[config.mk]
export PLATFORM = sky130hd
export DESIGN_NAME = hsfp_host_slave_fifo_port
export DESIGN_NICKNAME = d
export VERILOG_FILES = /design/src/verilog/hsfp_pkg.sv /design/src/verilog/hsfp_host_slave_fifo_port.sv /design/src/verilog/hsfp_pin_sync.sv
export VERILOG_INCLUDE_DIRS = /design/src /design/src/verilog
export SDC_FILE = /design/constraint.sdc
export NUM_CORES = 1
export LEC_CHECK = 0
export BUFFER_PORTS_ARGS = -buffer_cell sky130_fd_sc_hd__buf_2
export CAP_MARGIN = 20
export CORE_UTILIZATION = 37
export CTS_CLUSTER_DIAMETER = 150
export DETAILED_ROUTE_END_ITERATION = 12
export SYNTH_ARGS = -nofsm -noshare
export SYNTH_HDL_FRONTEND = slang
export SYNTH_SLANG_ARGS = --single-unit
[constraint.sdc]
create_clock -name clk -period 8.3 [get_ports clk]
set_clock_uncertainty 0.05 [all_clocks]
set_input_delay 0 -clock clk [delete_from_list [all_inputs] [get_ports clk]]
set_output_delay 0 -clock clk [all_outputs]
set_load 0.01 [all_outputs]
[src/verilog/hsfp_cfg.svh]
/*
 * Constants of the host slave FIFO port: host addresses, control and
 * status bit positions, reset values and reset timing.
 * Assumes inclusion by bare name from modules; the package does not include it.
 */
`ifndef HSFP_CFG_SVH
`define HSFP_CFG_SVH

// ----------------------------------------------------------------
// Host address map
// ----------------------------------------------------------------
`define HSFP_ADDR_FIFO    3'h0
`define HSFP_ADDR_DSC     3'h1
`define HSFP_ADDR_IMM     3'h2
`define HSFP_ADDR_CTRL    3'h3
`define HSFP_UNMAPPED_RD  8'h00

// ----------------------------------------------------------------
// Host control register
// ----------------------------------------------------------------
`define HSFP_CTRL_RESET   8'h00
`define HSFP_CTRL_DMAEN   0
`define HSFP_CTRL_REQLN   1
`define HSFP_CTRL_ERRCLR  7

// ----------------------------------------------------------------
// Host status register
// ----------------------------------------------------------------
`define HSFP_ST_INREQ     0
`define HSFP_ST_OUTREQ    1
`define HSFP_ST_IMMOUT    2
`define HSFP_ST_DSCHEAD   3
`define HSFP_ST_OUTEMPTY  4
`define HSFP_ST_INFULL    5
`define HSFP_ST_DMAEN     6
`define HSFP_ST_ERR       7

// ----------------------------------------------------------------
// Reset timing
// ----------------------------------------------------------------
`define HSFP_OSC_PER_MC   12
`define HSFP_RST_MC       2
`define HSFP_RST_CLKS     (`HSFP_OSC_PER_MC * `HSFP_RST_MC)

`endif

[src/verilog/hsfp_pkg.sv]
/*
 * Types of the host slave FIFO port.
 * Assumes the constants header is on the include path.
 */
`default_nettype none

package hsfp_pkg;

// ----------------------------------------------------------------
// Host access sequencer
// ----------------------------------------------------------------
typedef enum logic [1:0] {
    HSFP_ACC_IDLE  = 2'b00,
    HSFP_ACC_READ  = 2'b01,
    HSFP_ACC_WRITE = 2'b10
} hsfp_acc_e;

typedef logic [7:0] hsfp_byte_t;

endpackage

`default_nettype wire
[src/verilog/hsfp_host_slave_fifo_port.sv]
/*
 * Host side slave port: host strobes and address lines move bytes
 * into the input FIFO and out of the output FIFO, plus immediate
 * commands, a host control and a host status register.
 * Assumes FIFO storage, thresholds and the internal CPU are outside;
 * host pins are asynchronous and the data pin is split in/out/oe.
 */
`timescale 1ns/1ns
`default_nettype none
`include "hsfp_cfg.svh"


module hsfp_host_slave_fifo_port
    import hsfp_pkg::*;
(
    input  wire logic       clk,
    input  wire logic       rst,
    input  wire logic       hostCsN,
    input  wire logic [2:0] hostAddr,
    input  wire logic       hostRdN,
    input  wire logic       hostWrN,
    input  wire logic       hostDmaAckN,
    input  wire logic [7:0] hostDataIn,
    output logic      [7:0] hostDataOut,
    output logic            hostDataOe,
    output logic            inXferDmaReq,
    output logic            outXferDmaReq,
    output logic            hostIrq,
    output logic            inFifoPush,
    output logic      [7:0] inFifoData,
    output logic            inFifoCmd,
    input  wire logic       inFifoFull,
    output logic            outFifoPop,
    input  wire logic [7:0] outFifoData,
    input  wire logic       outFifoCmd,
    input  wire logic       outFifoEmpty,
    input  wire logic       inSvcReq,
    input  wire logic       outSvcReq,
    output logic            immInPush,
    output logic      [7:0] immInData,
    input  wire logic       immOutValid,
    input  wire logic [7:0] immOutData,
    output logic            immOutAck,
    input  wire logic       errEvent,
    output logic            hostDmaEn
);

    // ------------------------------------------------------------
    // Synchronised host pins
    // ------------------------------------------------------------
    logic       csN;
    logic       rdN;
    logic       wrN;
    logic       dackN;
    logic [2:0] addr;
    logic [7:0] busIn;

    hsfp_pin_sync #(
        .W     (4),
        .RST_V (4'hF)
    ) u_strobe_sync (
        .clk    (clk),
        .rst    (rst),
        .pinIn  ({hostCsN, hostRdN, hostWrN, hostDmaAckN}),
        .pinOut ({csN, rdN, wrN, dackN})
    );

    hsfp_pin_sync #(
        .W     (11),
        .RST_V (11'h000)
    ) u_bus_sync (
        .clk    (clk),
        .rst    (rst),
        .pinIn  ({hostAddr, hostDataIn}),
        .pinOut ({addr, busIn})
    );

    // ------------------------------------------------------------
    // Access qualification
    // ------------------------------------------------------------
    logic selected;
    logic rdActive;
    logic wrActive;

    // Strobes only count while chip select or acknowledge is low
    assign selected = !csN || !dackN;
    assign rdActive = selected && !rdN;
    assign wrActive = selected && !wrN;

    // ------------------------------------------------------------
    // Host control register and derived modes
    // ------------------------------------------------------------
    hsfp_byte_t ctrl;
    logic       reqLinesEn;
    logic       dscAtHead;
    logic       errFlag;

    assign hostDmaEn  = ctrl[`HSFP_CTRL_DMAEN];
    assign reqLinesEn = ctrl[`HSFP_CTRL_REQLN];
    assign dscAtHead  = !outFifoEmpty && outFifoCmd;

    // ------------------------------------------------------------
    // Access sequencer
    // ------------------------------------------------------------
    hsfp_acc_e  accState;
    hsfp_acc_e  next_accState;
    logic [2:0] accAddr;
    logic       accDack;
    hsfp_byte_t wrByte;
    logic       rdEnd;
    logic       wrEnd;

    always_comb begin
        next_accState = accState;
        case (accState)
            HSFP_ACC_IDLE: begin
                if (rdActive) begin
                    next_accState = HSFP_ACC_READ;
                end else if (wrActive) begin
                    next_accState = HSFP_ACC_WRITE;
                end
            end
            HSFP_ACC_READ: begin
                if (!rdActive) begin
                    next_accState = HSFP_ACC_IDLE;
                end
            end
            HSFP_ACC_WRITE: begin
                if (!wrActive) begin
                    next_accState = HSFP_ACC_IDLE;
                end
            end
            default: begin
                next_accState = HSFP_ACC_IDLE;
            end
        endcase
    end

    assign rdEnd = (accState == HSFP_ACC_READ) && !rdActive;
    assign wrEnd = (accState == HSFP_ACC_WRITE) && !wrActive;

    always_ff @(posedge clk or posedge rst) begin
        if (rst) begin
            accState <= HSFP_ACC_IDLE;
        end else begin
            accState <= next_accState;
        end
    end

    // Address and acknowledge frozen at the leading strobe edge
    always_ff @(posedge clk or posedge rst) begin
        if (rst) begin
            accAddr <= 3'h0;
            accDack <= 1'b0;
        end else if (accState == HSFP_ACC_IDLE) begin
            accAddr <= addr;
            accDack <= !dackN;
        end
    end

    // Write byte tracks the bus until the trailing edge
    always_ff @(posedge clk or posedge rst) begin
        if (rst) begin
            wrByte <= 8'h00;
        end else if (wrActive) begin
            wrByte <= busIn;
        end
    end

    // ------------------------------------------------------------
    // Read data path
    // ------------------------------------------------------------
    hsfp_byte_t statusByte;

    always_comb begin
        statusByte = 8'h00;
        statusByte[`HSFP_ST_INREQ]    = inSvcReq;
        statusByte[`HSFP_ST_OUTREQ]   = outSvcReq;
        statusByte[`HSFP_ST_IMMOUT]   = immOutValid;
        statusByte[`HSFP_ST_DSCHEAD]  = dscAtHead;
        statusByte[`HSFP_ST_OUTEMPTY] = outFifoEmpty;
        statusByte[`HSFP_ST_INFULL]   = inFifoFull;
        statusByte[`HSFP_ST_DMAEN]    = hostDmaEn;
        statusByte[`HSFP_ST_ERR]      = errFlag;
    end

    // Byte is loaded once, as the read begins
    always_ff @(posedge clk or posedge rst) begin
        if (rst) begin
            hostDataOut <= 8'h00;
        end else if (accState == HSFP_ACC_IDLE && rdActive) begin
            if (!dackN) begin
                hostDataOut <= outFifoData;
            end else begin
                case (addr)
                    `HSFP_ADDR_FIFO: hostDataOut <= outFifoData;
                    `HSFP_ADDR_IMM:  hostDataOut <= immOutData;
                    `HSFP_ADDR_CTRL: hostDataOut <= statusByte;
                    default:         hostDataOut <= `HSFP_UNMAPPED_RD;
                endcase
            end
        end
    end

    // Drive only during a qualified read
    assign hostDataOe = (accState == HSFP_ACC_READ) && rdActive;

    // Pop at the trailing edge so the head held steady
    always_ff @(posedge clk or posedge rst) begin
        if (rst) begin
            outFifoPop <= 1'b0;
            immOutAck  <= 1'b0;
        end else begin
            outFifoPop <= rdEnd && !outFifoEmpty
                          && (accDack ? !outFifoCmd
                                      : accAddr == `HSFP_ADDR_FIFO);
            immOutAck  <= rdEnd && !accDack && accAddr == `HSFP_ADDR_IMM
                          && immOutValid;
        end
    end

    // ------------------------------------------------------------
    // Write targets
    // ------------------------------------------------------------
    logic fifoWrite;
    logic pushWanted;

    assign fifoWrite  = accDack || accAddr == `HSFP_ADDR_FIFO
                        || accAddr == `HSFP_ADDR_DSC;
    assign pushWanted = wrEnd && fifoWrite;

    always_ff @(posedge clk or posedge rst) begin
        if (rst) begin
            inFifoPush <= 1'b0;
            inFifoData <= 8'h00;
            inFifoCmd  <= 1'b0;
        end else begin
            inFifoPush <= pushWanted && !inFifoFull;
            if (pushWanted) begin
                inFifoData <= wrByte;
                // Acknowledged writes are always data
                inFifoCmd  <= !accDack && accAddr == `HSFP_ADDR_DSC;
            end
        end
    end

    always_ff @(posedge clk or posedge rst) begin
        if (rst) begin
            immInPush <= 1'b0;
            immInData <= 8'h00;
        end else begin
            immInPush <= wrEnd && !accDack && accAddr == `HSFP_ADDR_IMM;
            if (wrEnd && !accDack && accAddr == `HSFP_ADDR_IMM) begin
                immInData <= wrByte;
            end
        end
    end

    // Clear bit is a command, never stored
    always_ff @(posedge clk or posedge rst) begin
        if (rst) begin
            ctrl <= `HSFP_CTRL_RESET;
        end else if (wrEnd && !accDack && accAddr == `HSFP_ADDR_CTRL) begin
            ctrl <= wrByte & ~(8'h01 << `HSFP_CTRL_ERRCLR);
        end
    end

    // ------------------------------------------------------------
    // Error flag
    // ------------------------------------------------------------
    logic errSet;
    logic errClr;

    // Overrun, underrun, DSC under acknowledge, or internal report
    assign errSet = errEvent
                    || (pushWanted && inFifoFull)
                    || (rdEnd && outFifoEmpty
                        && (accDack || accAddr == `HSFP_ADDR_FIFO))
                    || (rdEnd && accDack && dscAtHead);
    assign errClr = wrEnd && !accDack && accAddr == `HSFP_ADDR_CTRL
                    && wrByte[`HSFP_CTRL_ERRCLR];

    // Set wins over a clear in the same cycle
    always_ff @(posedge clk or posedge rst) begin
        if (rst) begin
            errFlag <= 1'b0;
        end else if (errSet) begin
            errFlag <= 1'b1;
        end else if (errClr) begin
            errFlag <= 1'b0;
        end
    end

    // ------------------------------------------------------------
    // Request and interrupt lines
    // ------------------------------------------------------------
    logic outNeed;
    logic dscStop;

    assign dscStop = hostDmaEn && dscAtHead;
    assign outNeed = outSvcReq && !dscStop;

    always_ff @(posedge clk or posedge rst) begin
        if (rst) begin
            inXferDmaReq  <= 1'b0;
            outXferDmaReq <= 1'b0;
            hostIrq       <= 1'b0;
        end else begin
            inXferDmaReq  <= reqLinesEn && inSvcReq;
            outXferDmaReq <= reqLinesEn && outNeed;
            hostIrq       <= immOutValid || errFlag
                             || dscStop
                             || (!hostDmaEn && !reqLinesEn
                                 && (inSvcReq || outSvcReq));
        end
    end

endmodule

`default_nettype wire

[src/verilog/hsfp_pin_sync.sv]
/*
 * Three-stage pin synchroniser with agreement filter.
 * Assumes the input is asynchronous to clk; the output follows
 * once stages two and three agree.
 */
`timescale 1ns/1ns
`default_nettype none

module hsfp_pin_sync #(
    parameter int          W     = 1,
    parameter logic [W-1:0] RST_V = '0
) (
    input  wire logic         clk,
    input  wire logic         rst,
    input  wire logic [W-1:0] pinIn,
    output logic      [W-1:0] pinOut
);

    logic [W-1:0] stage1;
    logic [W-1:0] stage2;
    logic [W-1:0] stage3;

    // ------------------------------------------------------------
    // Stage chain
    // ------------------------------------------------------------
    always_ff @(posedge clk or posedge rst) begin
        if (rst) begin
            stage1 <= RST_V;
            stage2 <= RST_V;
            stage3 <= RST_V;
        end else begin
            stage1 <= pinIn;
            stage2 <= stage1;
            stage3 <= stage2;
        end
    end

    // ------------------------------------------------------------
    // Agreement filter, per bit
    // ------------------------------------------------------------
    genvar b;
    generate
        for (b = 0; b < W; b = b + 1) begin : g_bit
            always_ff @(posedge clk or posedge rst) begin
                if (rst) begin
                    pinOut[b] <= RST_V[b];
                end else if (stage2[b] == stage3[b]) begin
                    pinOut[b] <= stage3[b];
                end
            end
        end
    endgenerate

endmodule

`default_nettype wire

Word-level counts from Yosys, hierarchy flattened
Index checks and enable logic that the tools add are counted.
{"block": "word_totals", "regBits": 109, "input_bits": 40, "output_inout_bits": 34, "word_cells": 131}
{"block": "op_classes", "n_eq_ne": 25, "muxes": 10, "reduce_logical": 58}
{"cell": "1-bit logical AND", "count": 30}
{"cell": "8-bit case mux with 3 select lines", "count": 1}
{"cell": "1-bit equality test", "count": 15}
{"cell": "1-bit zero test", "count": 13}
{"cell": "3-bit by 2-bit equality test with 1-bit output (second input constant)", "count": 4}
{"cell": "1-bit logical OR", "count": 10}
{"cell": "2-bit two-way mux", "count": 4}
{"cell": "8-bit two-way mux", "count": 1}
{"cell": "3-bit zero test", "count": 2}
{"cell": "2-bit case mux with 3 select lines", "count": 1}
{"cell": "2-bit inequality test (second input constant)", "count": 2}
{"cell": "3-bit by 1-bit equality test with 1-bit output (second input constant)", "count": 1}
{"cell": "1-bit two-way mux", "count": 3}
{"cell": "3-bit inequality test (second input constant)", "count": 1}
{"cell": "3-bit AND reduction", "count": 1}
{"cell": "2-bit by 1-bit equality test with 1-bit output (second input constant)", "count": 1}
{"cell": "2-bit equality test (second input constant)", "count": 1}
{"cell": "2-bit zero test", "count": 1}
{"cell": "2-bit nonzero test", "count": 1}

Depth between registers and ports, before layout
Gate-level depths: netlist of the first run.
{"block": "depth", "ltp_word": 11, "mapped_depth": 6, "depth_no_buf": 3}

By module
Synthesis of the first run repeated with hierarchy kept, for this count alone.
{"block": "unflattened", "hier_cells": 255, "area_unflattened_um2": 3866.2}
{"mod": "hsfp_host_slave_fifo_port", "instances": 1, "cells_per_inst": 178, "area_each_um2": 2168.3, "seq_area_each_um2": 1226.2}
{"mod": "hsfp_pin_sync at u_bus_sync", "instances": 1, "cells_per_inst": 56, "area_each_um2": 1228.7, "seq_area_each_um2": 1101.1}
{"mod": "hsfp_pin_sync at u_strobe_sync", "instances": 1, "cells_per_inst": 21, "area_each_um2": 469.2, "seq_area_each_um2": 420.4}

Least setup slack after synthesis of the first run
No wires, ideal clock.
{"block": "synth_path", "path_type": "reg2reg", "startpoint": "reg u_strobe_sync.pinOut[0]", "endpoint": "reg immInData[0]", "setup_ns": 0.125, "t_arrival_ns": 1.294, "t_required_ns": 8.125, "setup_slack_ns": 6.832, "stages_incl_launch_ff": 6, "path_buffers": 2, "period_less_slack_ns": 1.468, "path_cell_list": "dfstp_2 > buf_4 > a21o_1 > buf_4 > nand3_4 > mux2_2"}
{"block": "synth_via", "elab_chain_cells": 7}
{"element": "start: declaration", "line_no": "hsfp_pin_sync.sv:16", "rtl": "output logic [W-1:0] pinOut"}
{"element": "start signal: indexed assignment", "line_no": "hsfp_pin_sync.sv:46", "rtl": "pinOut[b] <= RST_V[b];"}
{"element": "start signal: indexed assignment", "line_no": "hsfp_pin_sync.sv:48", "rtl": "pinOut[b] <= stage3[b];"}
{"element": "1-bit zero test"}
{"element": "1-bit logical OR", "line_no": "hsfp_host_slave_fifo_port.sv:86", "rtl": "assign selected = !csN || !dackN;"}
{"element": "1-bit logical AND", "line_no": "hsfp_host_slave_fifo_port.sv:88", "rtl": "assign wrActive = selected && !wrN;"}
{"element": "1-bit zero test", "line_no": "hsfp_host_slave_fifo_port.sv:140", "rtl": "assign wrEnd = (accState == HSFP_ACC_WRITE) && !wrActive;"}
{"element": "1-bit logical AND", "line_no": "hsfp_host_slave_fifo_port.sv:140"}
{"element": "1-bit logical AND", "line_no": "hsfp_host_slave_fifo_port.sv:253", "rtl": "if (wrEnd && !accDack && accAddr == `HSFP_ADDR_IMM) begin"}
{"element": "1-bit logical AND (no source line)"}
{"element": "end signal: assignment", "line_no": "hsfp_host_slave_fifo_port.sv:254", "rtl": "immInData <= wrByte;"}
{"element": "end: declaration", "line_no": "hsfp_host_slave_fifo_port.sv:40", "rtl": "output logic [7:0] immInData,"}
Every way passes these cells.
A chain may end at the register's enable or synchronous reset.

Worst setup path after layout of the first run
{"block": "layout_path", "startpoint": "reg accAddr[0]", "endpoint": "reg outFifoPop"}
{"block": "layout_via", "elab_chain_cells": 3}
{"element": "start: declaration", "line_no": "hsfp_host_slave_fifo_port.sv:107", "rtl": "logic [2:0] accAddr;"}
{"element": "start signal: assignment", "line_no": "hsfp_host_slave_fifo_port.sv:156", "rtl": "accAddr <= addr;"}
{"element": "3-bit zero test (no source line)"}
{"element": "1-bit two-way mux (no source line)"}
{"element": "1-bit logical AND", "line_no": "hsfp_host_slave_fifo_port.sv:214", "rtl": "outFifoPop <= rdEnd && !outFifoEmpty"}
{"element": "end signal: assignment", "line_no": "hsfp_host_slave_fifo_port.sv:214"}
{"element": "end: declaration", "line_no": "hsfp_host_slave_fifo_port.sv:33", "rtl": "output logic outFifoPop,"}
Every way passes these cells.

==> results of run 1 <==
[metal layers]
| layer | GRT usage | share of wire | vias up |
|---|---|---|---|
| met4 | 0.0643 | 0.020 | 0 |
| met3 | 0.0388 | 0.043 | 10 |
| met2 | 0.203 | 0.46 | 55 |
| met1 | 0.181 | 0.48 | 1099 |
| met5 | 0 | 0 | - |
| li1 | - | - | 1112 |
[cells by family after synthesis]
logic type,synth area share
mux,0.0869
flops,0.710
simple gates,0.0844
compound gates,0.0650
fa+ha+maj,0.0388
buf+inv,0.0152
[stage by stage]
stage                     total power, mW  setup WS (ns)  instance area [um^2]
after floorplan                     0.836           5.40                  3870
after global placement              0.927           6.43                  4370
after detailed placement            0.934           6.34                  4370
after CTS                            1.26           6.31                  4880
after global routing                 1.31           6.19                  4880
final                                1.24           6.30                  4880
[path summary, 6_finish.rpt]
check	start	endpoint	slack, ns
setup / recovery	accAddr[0]$_DFFE_PP0P_	outFifoPop$_DFF_PP0_	6.30
hold / removal	immOutData[7]	hostDataOut[7]$_DFFE_PP0P_	0.02
setup reg to reg	accAddr[0]$_DFFE_PP0P_	outFifoPop$_DFF_PP0_	6.30
hold reg to reg	u_bus_sync.stage1[9]$_DFF_PP0_	u_bus_sync.stage2[9]$_DFF_PP0_	0.30
max in group asynchronous	rst	u_bus_sync.stage3[3]$_DFF_PP0_	6.82
min in group asynchronous	rst	u_bus_sync.stage1[2]$_DFF_PP0_	0.21
[worst max-delay path, cell delays in order (launching register included)]
cell and delay [ns]:
dfrtp_1 0.45, or3_4 0.42, mux2_2 0.27, nor4_1 0.18, dlygate4sd3_1 0.58
[state kept, by name (all words and copies together), names as in the netlist, 3 cells and up]
signal and flops:
u_strobe_sync.stage2 4, u_strobe_sync.stage3 4, u_strobe_sync.stage1 4, inFifoData 8, u_bus_sync.stage1 11, immInData 8, hostDataOut 8, u_bus_sync.stage3 11
u_bus_sync.pinOut 11, wrByte 8, accAddr 3, u_strobe_sync.pinOut 4, u_bus_sync.stage2 11
[synthesized netlist by cell type, types with 2 or more instances]
cell type	count	share of area
inv_1	3	0.0029
buf_2	2	0.0026
a21o_1	2	0.0039
dfrtp_1	93	0.60
nor2b_1	2	0.0032
dfstp_2	16	0.11
a22oi_1	7	0.014
a21oi_1	8	0.010
maj3_1	15	0.039
mux2_2	29	0.084
nand2_1	26	0.025
buf_4	3	0.0058
nor2_1	15	0.015
a21oi_2	2	0.0045
nand3_4	2	0.0090
[where the power goes]
group | switching [mW] | leakage, nW | internal, mW
Combinational | 0.118 | 0.875 | 0.126
Sequential | 0.0664 | 1.29 | 0.622
Clock | 0.164 | 0.0910 | 0.141
[final cells by class]
cell class                 count  area, um^2  share of cell area
tap                          133         166              0.0341
timing repair buffer         107         703               0.144
inverter                       3        13.8             0.00282
clock inverter                 4        51.3              0.0105
sequential                   109        2750               0.563
clock buffer                  12         135              0.0277
multi-input combinational    135        1060               0.218
==> flow_summary_export.csv, run 1 <==
group,metric,value,unit
timing,tightest_slew,0.915,ns
grt,grt_max_degree,60,
timing,max_slew_margin,0.390,
clocking,cts_tree,"built",
timing,tns,0,ns
setup_path,worstPathMaxFanout,5,
grt,grt_util_all_layers,0.136,
clocking,htree_levels,3,
final_layout,fill_cells,882,
drt,drt-initial-drc-count,77,
timing,setup_viol,0,
grt,grt_pass1_vias,2255,
floorplanning,die-area,0.0109,mm^2
floorplanning,core,0.00995,mm^2
drt,routed_wirelength,6840,um
floorplanning,rows,36,
job,drv_cap,0,
setup_path,cp-start-kind,"flip-flop",
yosys,ys.flop_type,"dfrtp_1",
final_layout,final_cell_mix,"dfrtp_1 (93), buf_2 (73), dlygate4sd3_1 (33), mux2_2 (29), nand2_1 (26)",
final_layout,fin_nets,405,
clocking,clock_path_buffers,2,
timing,fin_crit_sh,0.242,
clocking,clkTransAtPathRegs,0.09,ns
grt,grt_pass1_wl,11400,um
drt,dr_total_vias,2276,
yosys,syn_inst,254,
placed_design,gp_congestion,0.750,
yosys,synth_fp_nets,294,
yosys,synthArstFlopShare,1.00,
yosys,seq_area_frac_synth,0.710,
final_layout,instances_no_fill,503,
yosys,synth_edf_count,0,
grt,antenna_found_initial,0,
power,vdd_drop_max,0.101,mV
timing,timing.fmax,499,MHz
yosys,synth-warning-count,0,
floorplanning,die_y,104,um
drt,wl_per_cell,13.6,um
yosys,synth.avg_cell_area,15.2,um^2
setup_path,ff2ff_path_depth,4,
floorplanning,die_width,104,um
final_layout,drive_gt1_frac,0.386,
clocking,worstSkewPairLatency,0.36,ns
setup_path,critical_path_required,8.55,ns
final_layout,antenna_cells,0,
setup_path,crit_arrival,2.25,ns
clocking,cts.sinks,109,
worst_hold_path,hold-path-cell-count,4,
yosys,yosysUniqueCellTypes,44,
setup_path,worstSetupEndpointType,"flip-flop",
final_layout,final_common_cell,"dfrtp_1",
drt,first_pass_iters,4,
clocking,ctsResizeCount,0,
clocking,cts_setup_buffers,0,
power,powerDensity,254,mW/mm^2
floorplanning,ios,74,
final_layout,utilization,0.490,
setup_path,critPathKind,"reg -> reg",
drt,postRouteAntennaNets,0,
floorplanning,start_util,0.389,
yosys,netlist_area,0.00387,mm^2
power,leakage,2.26,nW
yosys,synth-seq-cells,109,
timing,hold-worst-slack,0.0173,ns
status,status,"complete, no violations",
timing,drv_slew,0,
timing,rsz0062_at_grt,"false",
drt,avgViaCountPerCell,4.52,
drt,drc,0,
timing,hold_violations,0,
clocking,cts_made_buffers,9,
final_layout,syn2layout_area_growth,26.1,%
grt,gr-total-overflow,0,
placed_design,dp_hpwl,4520,um
placed_design,dp_cells,454,
timing,fin_crit,2.00,ns
clocking,clockRootBuffer,"clkbuf_8",
worst_hold_path,hold_class,"in -> reg",
clocking,postCtsHoldBufs,33,
placed_design,port_buffers,73,
No activity file was read; power rests on OpenSTA's default activity.
==> run 2, diff against run 1 <==
clock period = 1.9 ns   (was 8.3 ns; I/O delays follow)
==> run 2 against run 1 <==
Compared with the run above:
- worst setup slack worse by 6.0 ns
- critical endpoint is now inFifoData[5]$_DFFE_PP0N_
- sequential power rose to 4.4 times the previous value
- largest cell class unchanged
- die area unchanged
- clock-buffer cell count down 1
- hold slack better by 0.0025 ns
- global-route usage up 0.29 points
- combinational power rose to 4.5 times the previous value
- core utilization up 0.35 points
- critical path type unchanged
- register-to-register slack worse by 6.0 ns
==> flow_summary_export.csv, run 2 (synthesized netlist as in run 1, its figures left out) <==
group,metric,value,unit
drt,wl_per_cell,13.7,um
setup_path,cp-start-kind,"flip-flop",
drt,routed_wirelength,6940,um
final_layout,drive_gt1_frac,0.398,
job,drv_cap,0,
clocking,cts_made_buffers,9,
setup_path,critPathKind,"reg -> reg",
placed_design,dp_hpwl,4740,um
final_layout,syn2layout_area_growth,27.0,%
timing,setup_viol,0,
setup_path,worstSetupEndpointType,"flip-flop",
clocking,cts.sinks,109,
placed_design,port_buffers,73,
power,finalPower,5.33,mW
floorplanning,die-area,0.0109,mm^2
setup_path,crit_arrival,1.84,ns
final_layout,multiInputGateArea,0.00106,mm^2
final_layout,final_common_cell,"dfrtp_1",
setup_path,path_cells,"a21o_1, nand3_4, mux2_2",
status,status,"complete, no violations",
grt,grt_pass1_vias,2300,
timing,tightest_slew,0.632,ns
setup_path,worstPathMaxFanout,9,
timing,timing.fmax,608,MHz
power,leakage,2.26,nW
drt,drc,0,
setup_path,slowest_delay,0.64,ns
setup_path,critical_path_required,2.10,ns
final_layout,ff_latch_area,0.00275,mm^2
final_layout,antenna_cells,0,
clocking,worstSkewPairLatency,0.36,ns
floorplanning,die_width,104,um
floorplanning,ios,74,
timing,fin_crit,1.65,ns
clocking,clock_path_buffers,2,
clocking,ctsResizeCount,0,
setup_path,crit_slowest_cell,"dfstp_2",
grt,grt_util_all_layers,0.138,
floorplanning,die_y,104,um
clocking,clkTransAtPathRegs,0.10,ns
timing,tns,0,ns
drt,postRouteAntennaNets,0,
grt,gr-total-overflow,0,
timing,max_slew_margin,0.579,
floorplanning,rows,36,
power,powerDensity,1080,mW/mm^2
drt,first_pass_iters,4,
worst_hold_path,hold_class,"in -> reg",
grt,grt_max_degree,75,
placed_design,gp_congestion,0.725,
timing,rsz0062_at_grt,"false",
grt,antenna_found_initial,0,
timing,hold_violations,0,
timing,fin_crit_sh,0.866,
floorplanning,core,0.00995,mm^2
drt,dr_total_vias,2315,
final_layout,fill_cells,880,
final_layout,fin_nets,409,
floorplanning,start_util,0.389,
clocking,cts_tree,"built",
drt,avgViaCountPerCell,4.57,
drt,drt-initial-drc-count,93,
power,vdd_drop_max,0.349,mV
timing,drv_slew,0,
clocking,htree_levels,3,
final_layout,final_cell_mix,"dfrtp_1 (93), buf_2 (73), dlygate4sd3_1 (32), mux2_2 (29), nand2_1 (26)",
clocking,clockRootBuffer,"clkbuf_8",
grt,grt_pass1_wl,11700,um
[run 2: what timing repair did]
action                    CTS  global route
hold buffers               32             0
setup buffers               0             0
hold endpoints to repair  123             0
[run 2: critical path, delay by kind of cell, from the launching register on]
family,cells,cell delay [ns]
mux,1,0.32
simple gates,1,0.20
compound gates,1,0.32
flops,1,0.64
[run 2: path summary, 6_finish.rpt]
check                                               startpoint                           endpoint  slack, ns  cells past startpoint
min                                              immOutData[4]         hostDataOut[4]$_DFFE_PP0P_       0.02                      4
max reg2reg                u_strobe_sync.pinOut[0]$_DFFE_PP1N_          inFifoData[5]$_DFFE_PP0N_       0.25                      3
max                        u_strobe_sync.pinOut[0]$_DFFE_PP1N_          inFifoData[5]$_DFFE_PP0N_       0.25                      3
min in group asynchronous                                  rst                immInPush$_DFF_PP0_       0.20                      4
max in group asynchronous                                  rst  u_strobe_sync.stage2[0]$_DFF_PP1_       1.19                      4
min reg2reg                     u_bus_sync.stage1[7]$_DFF_PP0_     u_bus_sync.stage2[7]$_DFF_PP0_       0.31                      0
[run 2: routing by layer]
| layer | track usage | wire (um) |
|---|---|---|
| met2 | 0.209 | 3270 |
| met1 | 0.189 | 3320 |
| met5 | 0 | 0 |
| met3 | 0.0357 | 248 |
| met4 | 0.0582 | 100 |
[run 2: power by group]
part           switching (mW)  internal (mW)
clock                   0.742          0.480
sequential              0.300           2.72
combinational           0.519          0.569
[run 2: layout make-up]
class                      instances  share of cell area
multi-input combinational        135               0.217
timing repair buffer             111               0.154
sequential                       109               0.559
inverter                           3             0.00305
clock buffer                      11              0.0267
tap                              133              0.0338
clock inverter                     5             0.00738
[run 2: through the flow]
stage	utilization	std cells	cell area, um^2	worst slack (ns)	hold WS [ns]
2_1_floorplan	-	254	3870	0.432	-0.0455
3_3_place_gp	0.445	459	4430	0.288	0.0481
3_5_place_dp	0.445	459	4430	0.251	0.0489
4_1_cts	0.494	507	4920	0.238	0.0140
5_1_grt	0.494	507	4920	0.160	0.0100
6_report	0.494	507	4920	0.255	0.0199
==> run 3, diff against run 2 <==
CORE_UTILIZATION = 40   (was 37)
MAX_ROUTING_LAYER = met4   (was default)
RECOVER_POWER = 50   (was default)
==> run 3 against run 2 <==
Compared with the run above:
- core utilization up 3.3 points
- clock power increased by 9%
- worst setup slack lost 0.040 ns
- total power is 2.0% higher
- via count increased by 0.52%
- largest cell class unchanged
- highest routed layer unchanged
==> flow_summary_export.csv, run 3 (synthesized netlist as in run 1, its figures left out) <==
group,metric,value,unit
status,status,"complete, no violations",
drt,dr_total_vias,2327,
job,drv_cap,0,
grt,gr-total-overflow,0,
grt,grt_util_all_layers,0.156,
clocking,worstSkewPairLatency,0.36,ns
power,powerDensity,1110,mW/mm^2
floorplanning,rows,35,
final_layout,final_cell_mix,"dfrtp_1 (93), buf_2 (72), dlygate4sd3_1 (33), mux2_2 (29), nand2_1 (26)",
placed_design,dp_cells,456,
setup_path,crit_path_start,"u_strobe_sync.pinOut[0]$_DFFE_PP1N_",
setup_path,crit_arrival,1.89,ns
setup_path,critPathKind,"reg -> reg",
floorplanning,core,0.00933,mm^2
setup_path,r2r_setup_slack,0.21,ns
clocking,cts_made_buffers,9,
timing,tns,0,ns
final_layout,design_area,0.00492,mm^2
timing,max_slew_margin,0.342,
setup_path,ff2ff_path_depth,3,
final_layout,utilization,0.527,
placed_design,dp_hpwl,4870,um
timing,setup_viol,0,
placed_design,port_buffers,73,
worst_hold_path,hold-path-cell-count,4,
setup_path,worstSetupEndpointType,"flip-flop",
timing,timing.fmax,593,MHz
clocking,htree_levels,3,
final_layout,antenna_cells,0,
clocking,clockRootBuffer,"clkbuf_8",
timing,fin_crit,1.69,ns
setup_path,critical_path_required,2.10,ns
floorplanning,ios,74,
setup_path,worstPathMaxFanout,9,
clocking,clkTransAtPathRegs,0.11,ns
grt,grt_max_degree,42,
drt,wl_per_cell,13.9,um
placed_design,postPlaceCellArea,0.00443,mm^2
final_layout,syn2layout_area_growth,27.1,%
setup_path,reg2reg_to,"immInData[1]$_DFFE_PP0P_",
setup_path,crit_end,"immInData[1]$_DFFE_PP0P_",
clocking,cts_tree,"built",
final_layout,final_common_cell,"dfrtp_1",
drt,first_pass_iters,4,
clocking,cts.sinks,109,
timing,fin_crit_sh,0.887,
floorplanning,die_width,100,um
timing,drv_slew,0,
power,leakage,2.28,nW
floorplanning,die-area,0.0101,mm^2
floorplanning,start_util,0.415,
timing,worst_slack,0.214,ns
placed_design,dpl_worst_slack,0.225,ns
drt,avgViaCountPerCell,4.61,
drt,postRouteAntennaNets,0,
floorplanning,die_y,100,um
final_layout,instances_no_fill,505,
clocking,clock_path_buffers,2,
timing,tightest_slew,0.987,ns
timing,hold_violations,0,
drt,drc,0,
timing,rsz0062_at_grt,"false",
setup_path,r2r-start,"u_strobe_sync.pinOut[0]$_DFFE_PP1N_",
power,vdd_drop_max,0.565,mV
final_layout,drive_gt1_frac,0.399,
drt,routed_wirelength,7040,um
worst_hold_path,hold_class,"in -> reg",
final_layout,fin_nets,411,
clocking,cts_setup_buffers,0,
placed_design,gp_congestion,0.736,
grt,grt_pass1_vias,2275,
grt,antenna_found_initial,0,
grt,grt_pass1_wl,11500,um
drt,drt-initial-drc-count,58,
worst_hold_path,worstHoldStart,"immOutData[1]",
setup_path,cp-start-kind,"flip-flop",
==> run 3: how the worst min path moves through the flow <==
stage,slack (ns),to
final,0.02,hostDataOut[1]$_DFFE_PP0P_
after global routing,0.03,hostDataOut[0]$_DFFE_PP0P_
after CTS,0.0008,hostDataOut[4]$_DFFE_PP0P_
after detailed placement,-0.08,u_bus_sync.pinOut[9]$_DFFE_PP0N_
after global placement,-0.08,u_bus_sync.stage3[8]$_DFF_PP0_
after floorplan,-0.05,u_strobe_sync.stage1[0]$_DFF_PP1_
==> run 3: metal layers <==
layer	share of wire	GRT usage	up-vias	routed length [um]
li1	-	-	1117	-
met1	0.48	0.211	1127	3410
met2	0.45	0.227	71	3200
met3	0.040	0.0327	12	284
met4	0.020	0.0713	0	143
met5	0	-	-	0
==> run 3: metrics by stage <==
step           hold WS [ns]  power (mW)
4_1_cts            0.000765        5.54
2_1_floorplan       -0.0455        3.65
5_1_grt              0.0310        5.75
3_3_place_gp        -0.0834        4.10
6_report             0.0210        5.44
3_5_place_dp        -0.0769        4.13
==> run 3: repair_timing <==
| item | 4_1_cts | 5_1_grt |
|---|---|---|
| hold endpoints to repair | 123 | 0 |
| gates resized for setup | 0 | 0 |
| hold buffers | 33 | 0 |
==> run 3: layout make-up <==
cell class | instances | area [um^2]
fill | 801 | 4410
sequential | 109 | 2750
multi-input combinational | 135 | 1060
timing repair buffer | 113 | 743
tap | 129 | 161
clock buffer | 9 | 124
clock inverter | 7 | 65.1
inverter | 3 | 12.5
==> run 3: report_power, final <==
group	internal, mW	switching, mW	leakage [nW]
Clock	0.510	0.819	0.0943
Sequential	2.72	0.313	1.29
Combinational	0.564	0.515	0.896
Total	3.79	1.65	2.28
==> run 3: critical path: stages (launching register included) <==
cell     delay (ns)
dfstp_2        0.67
a21o_1         0.34
nand3_4        0.20
mux2_2         0.31
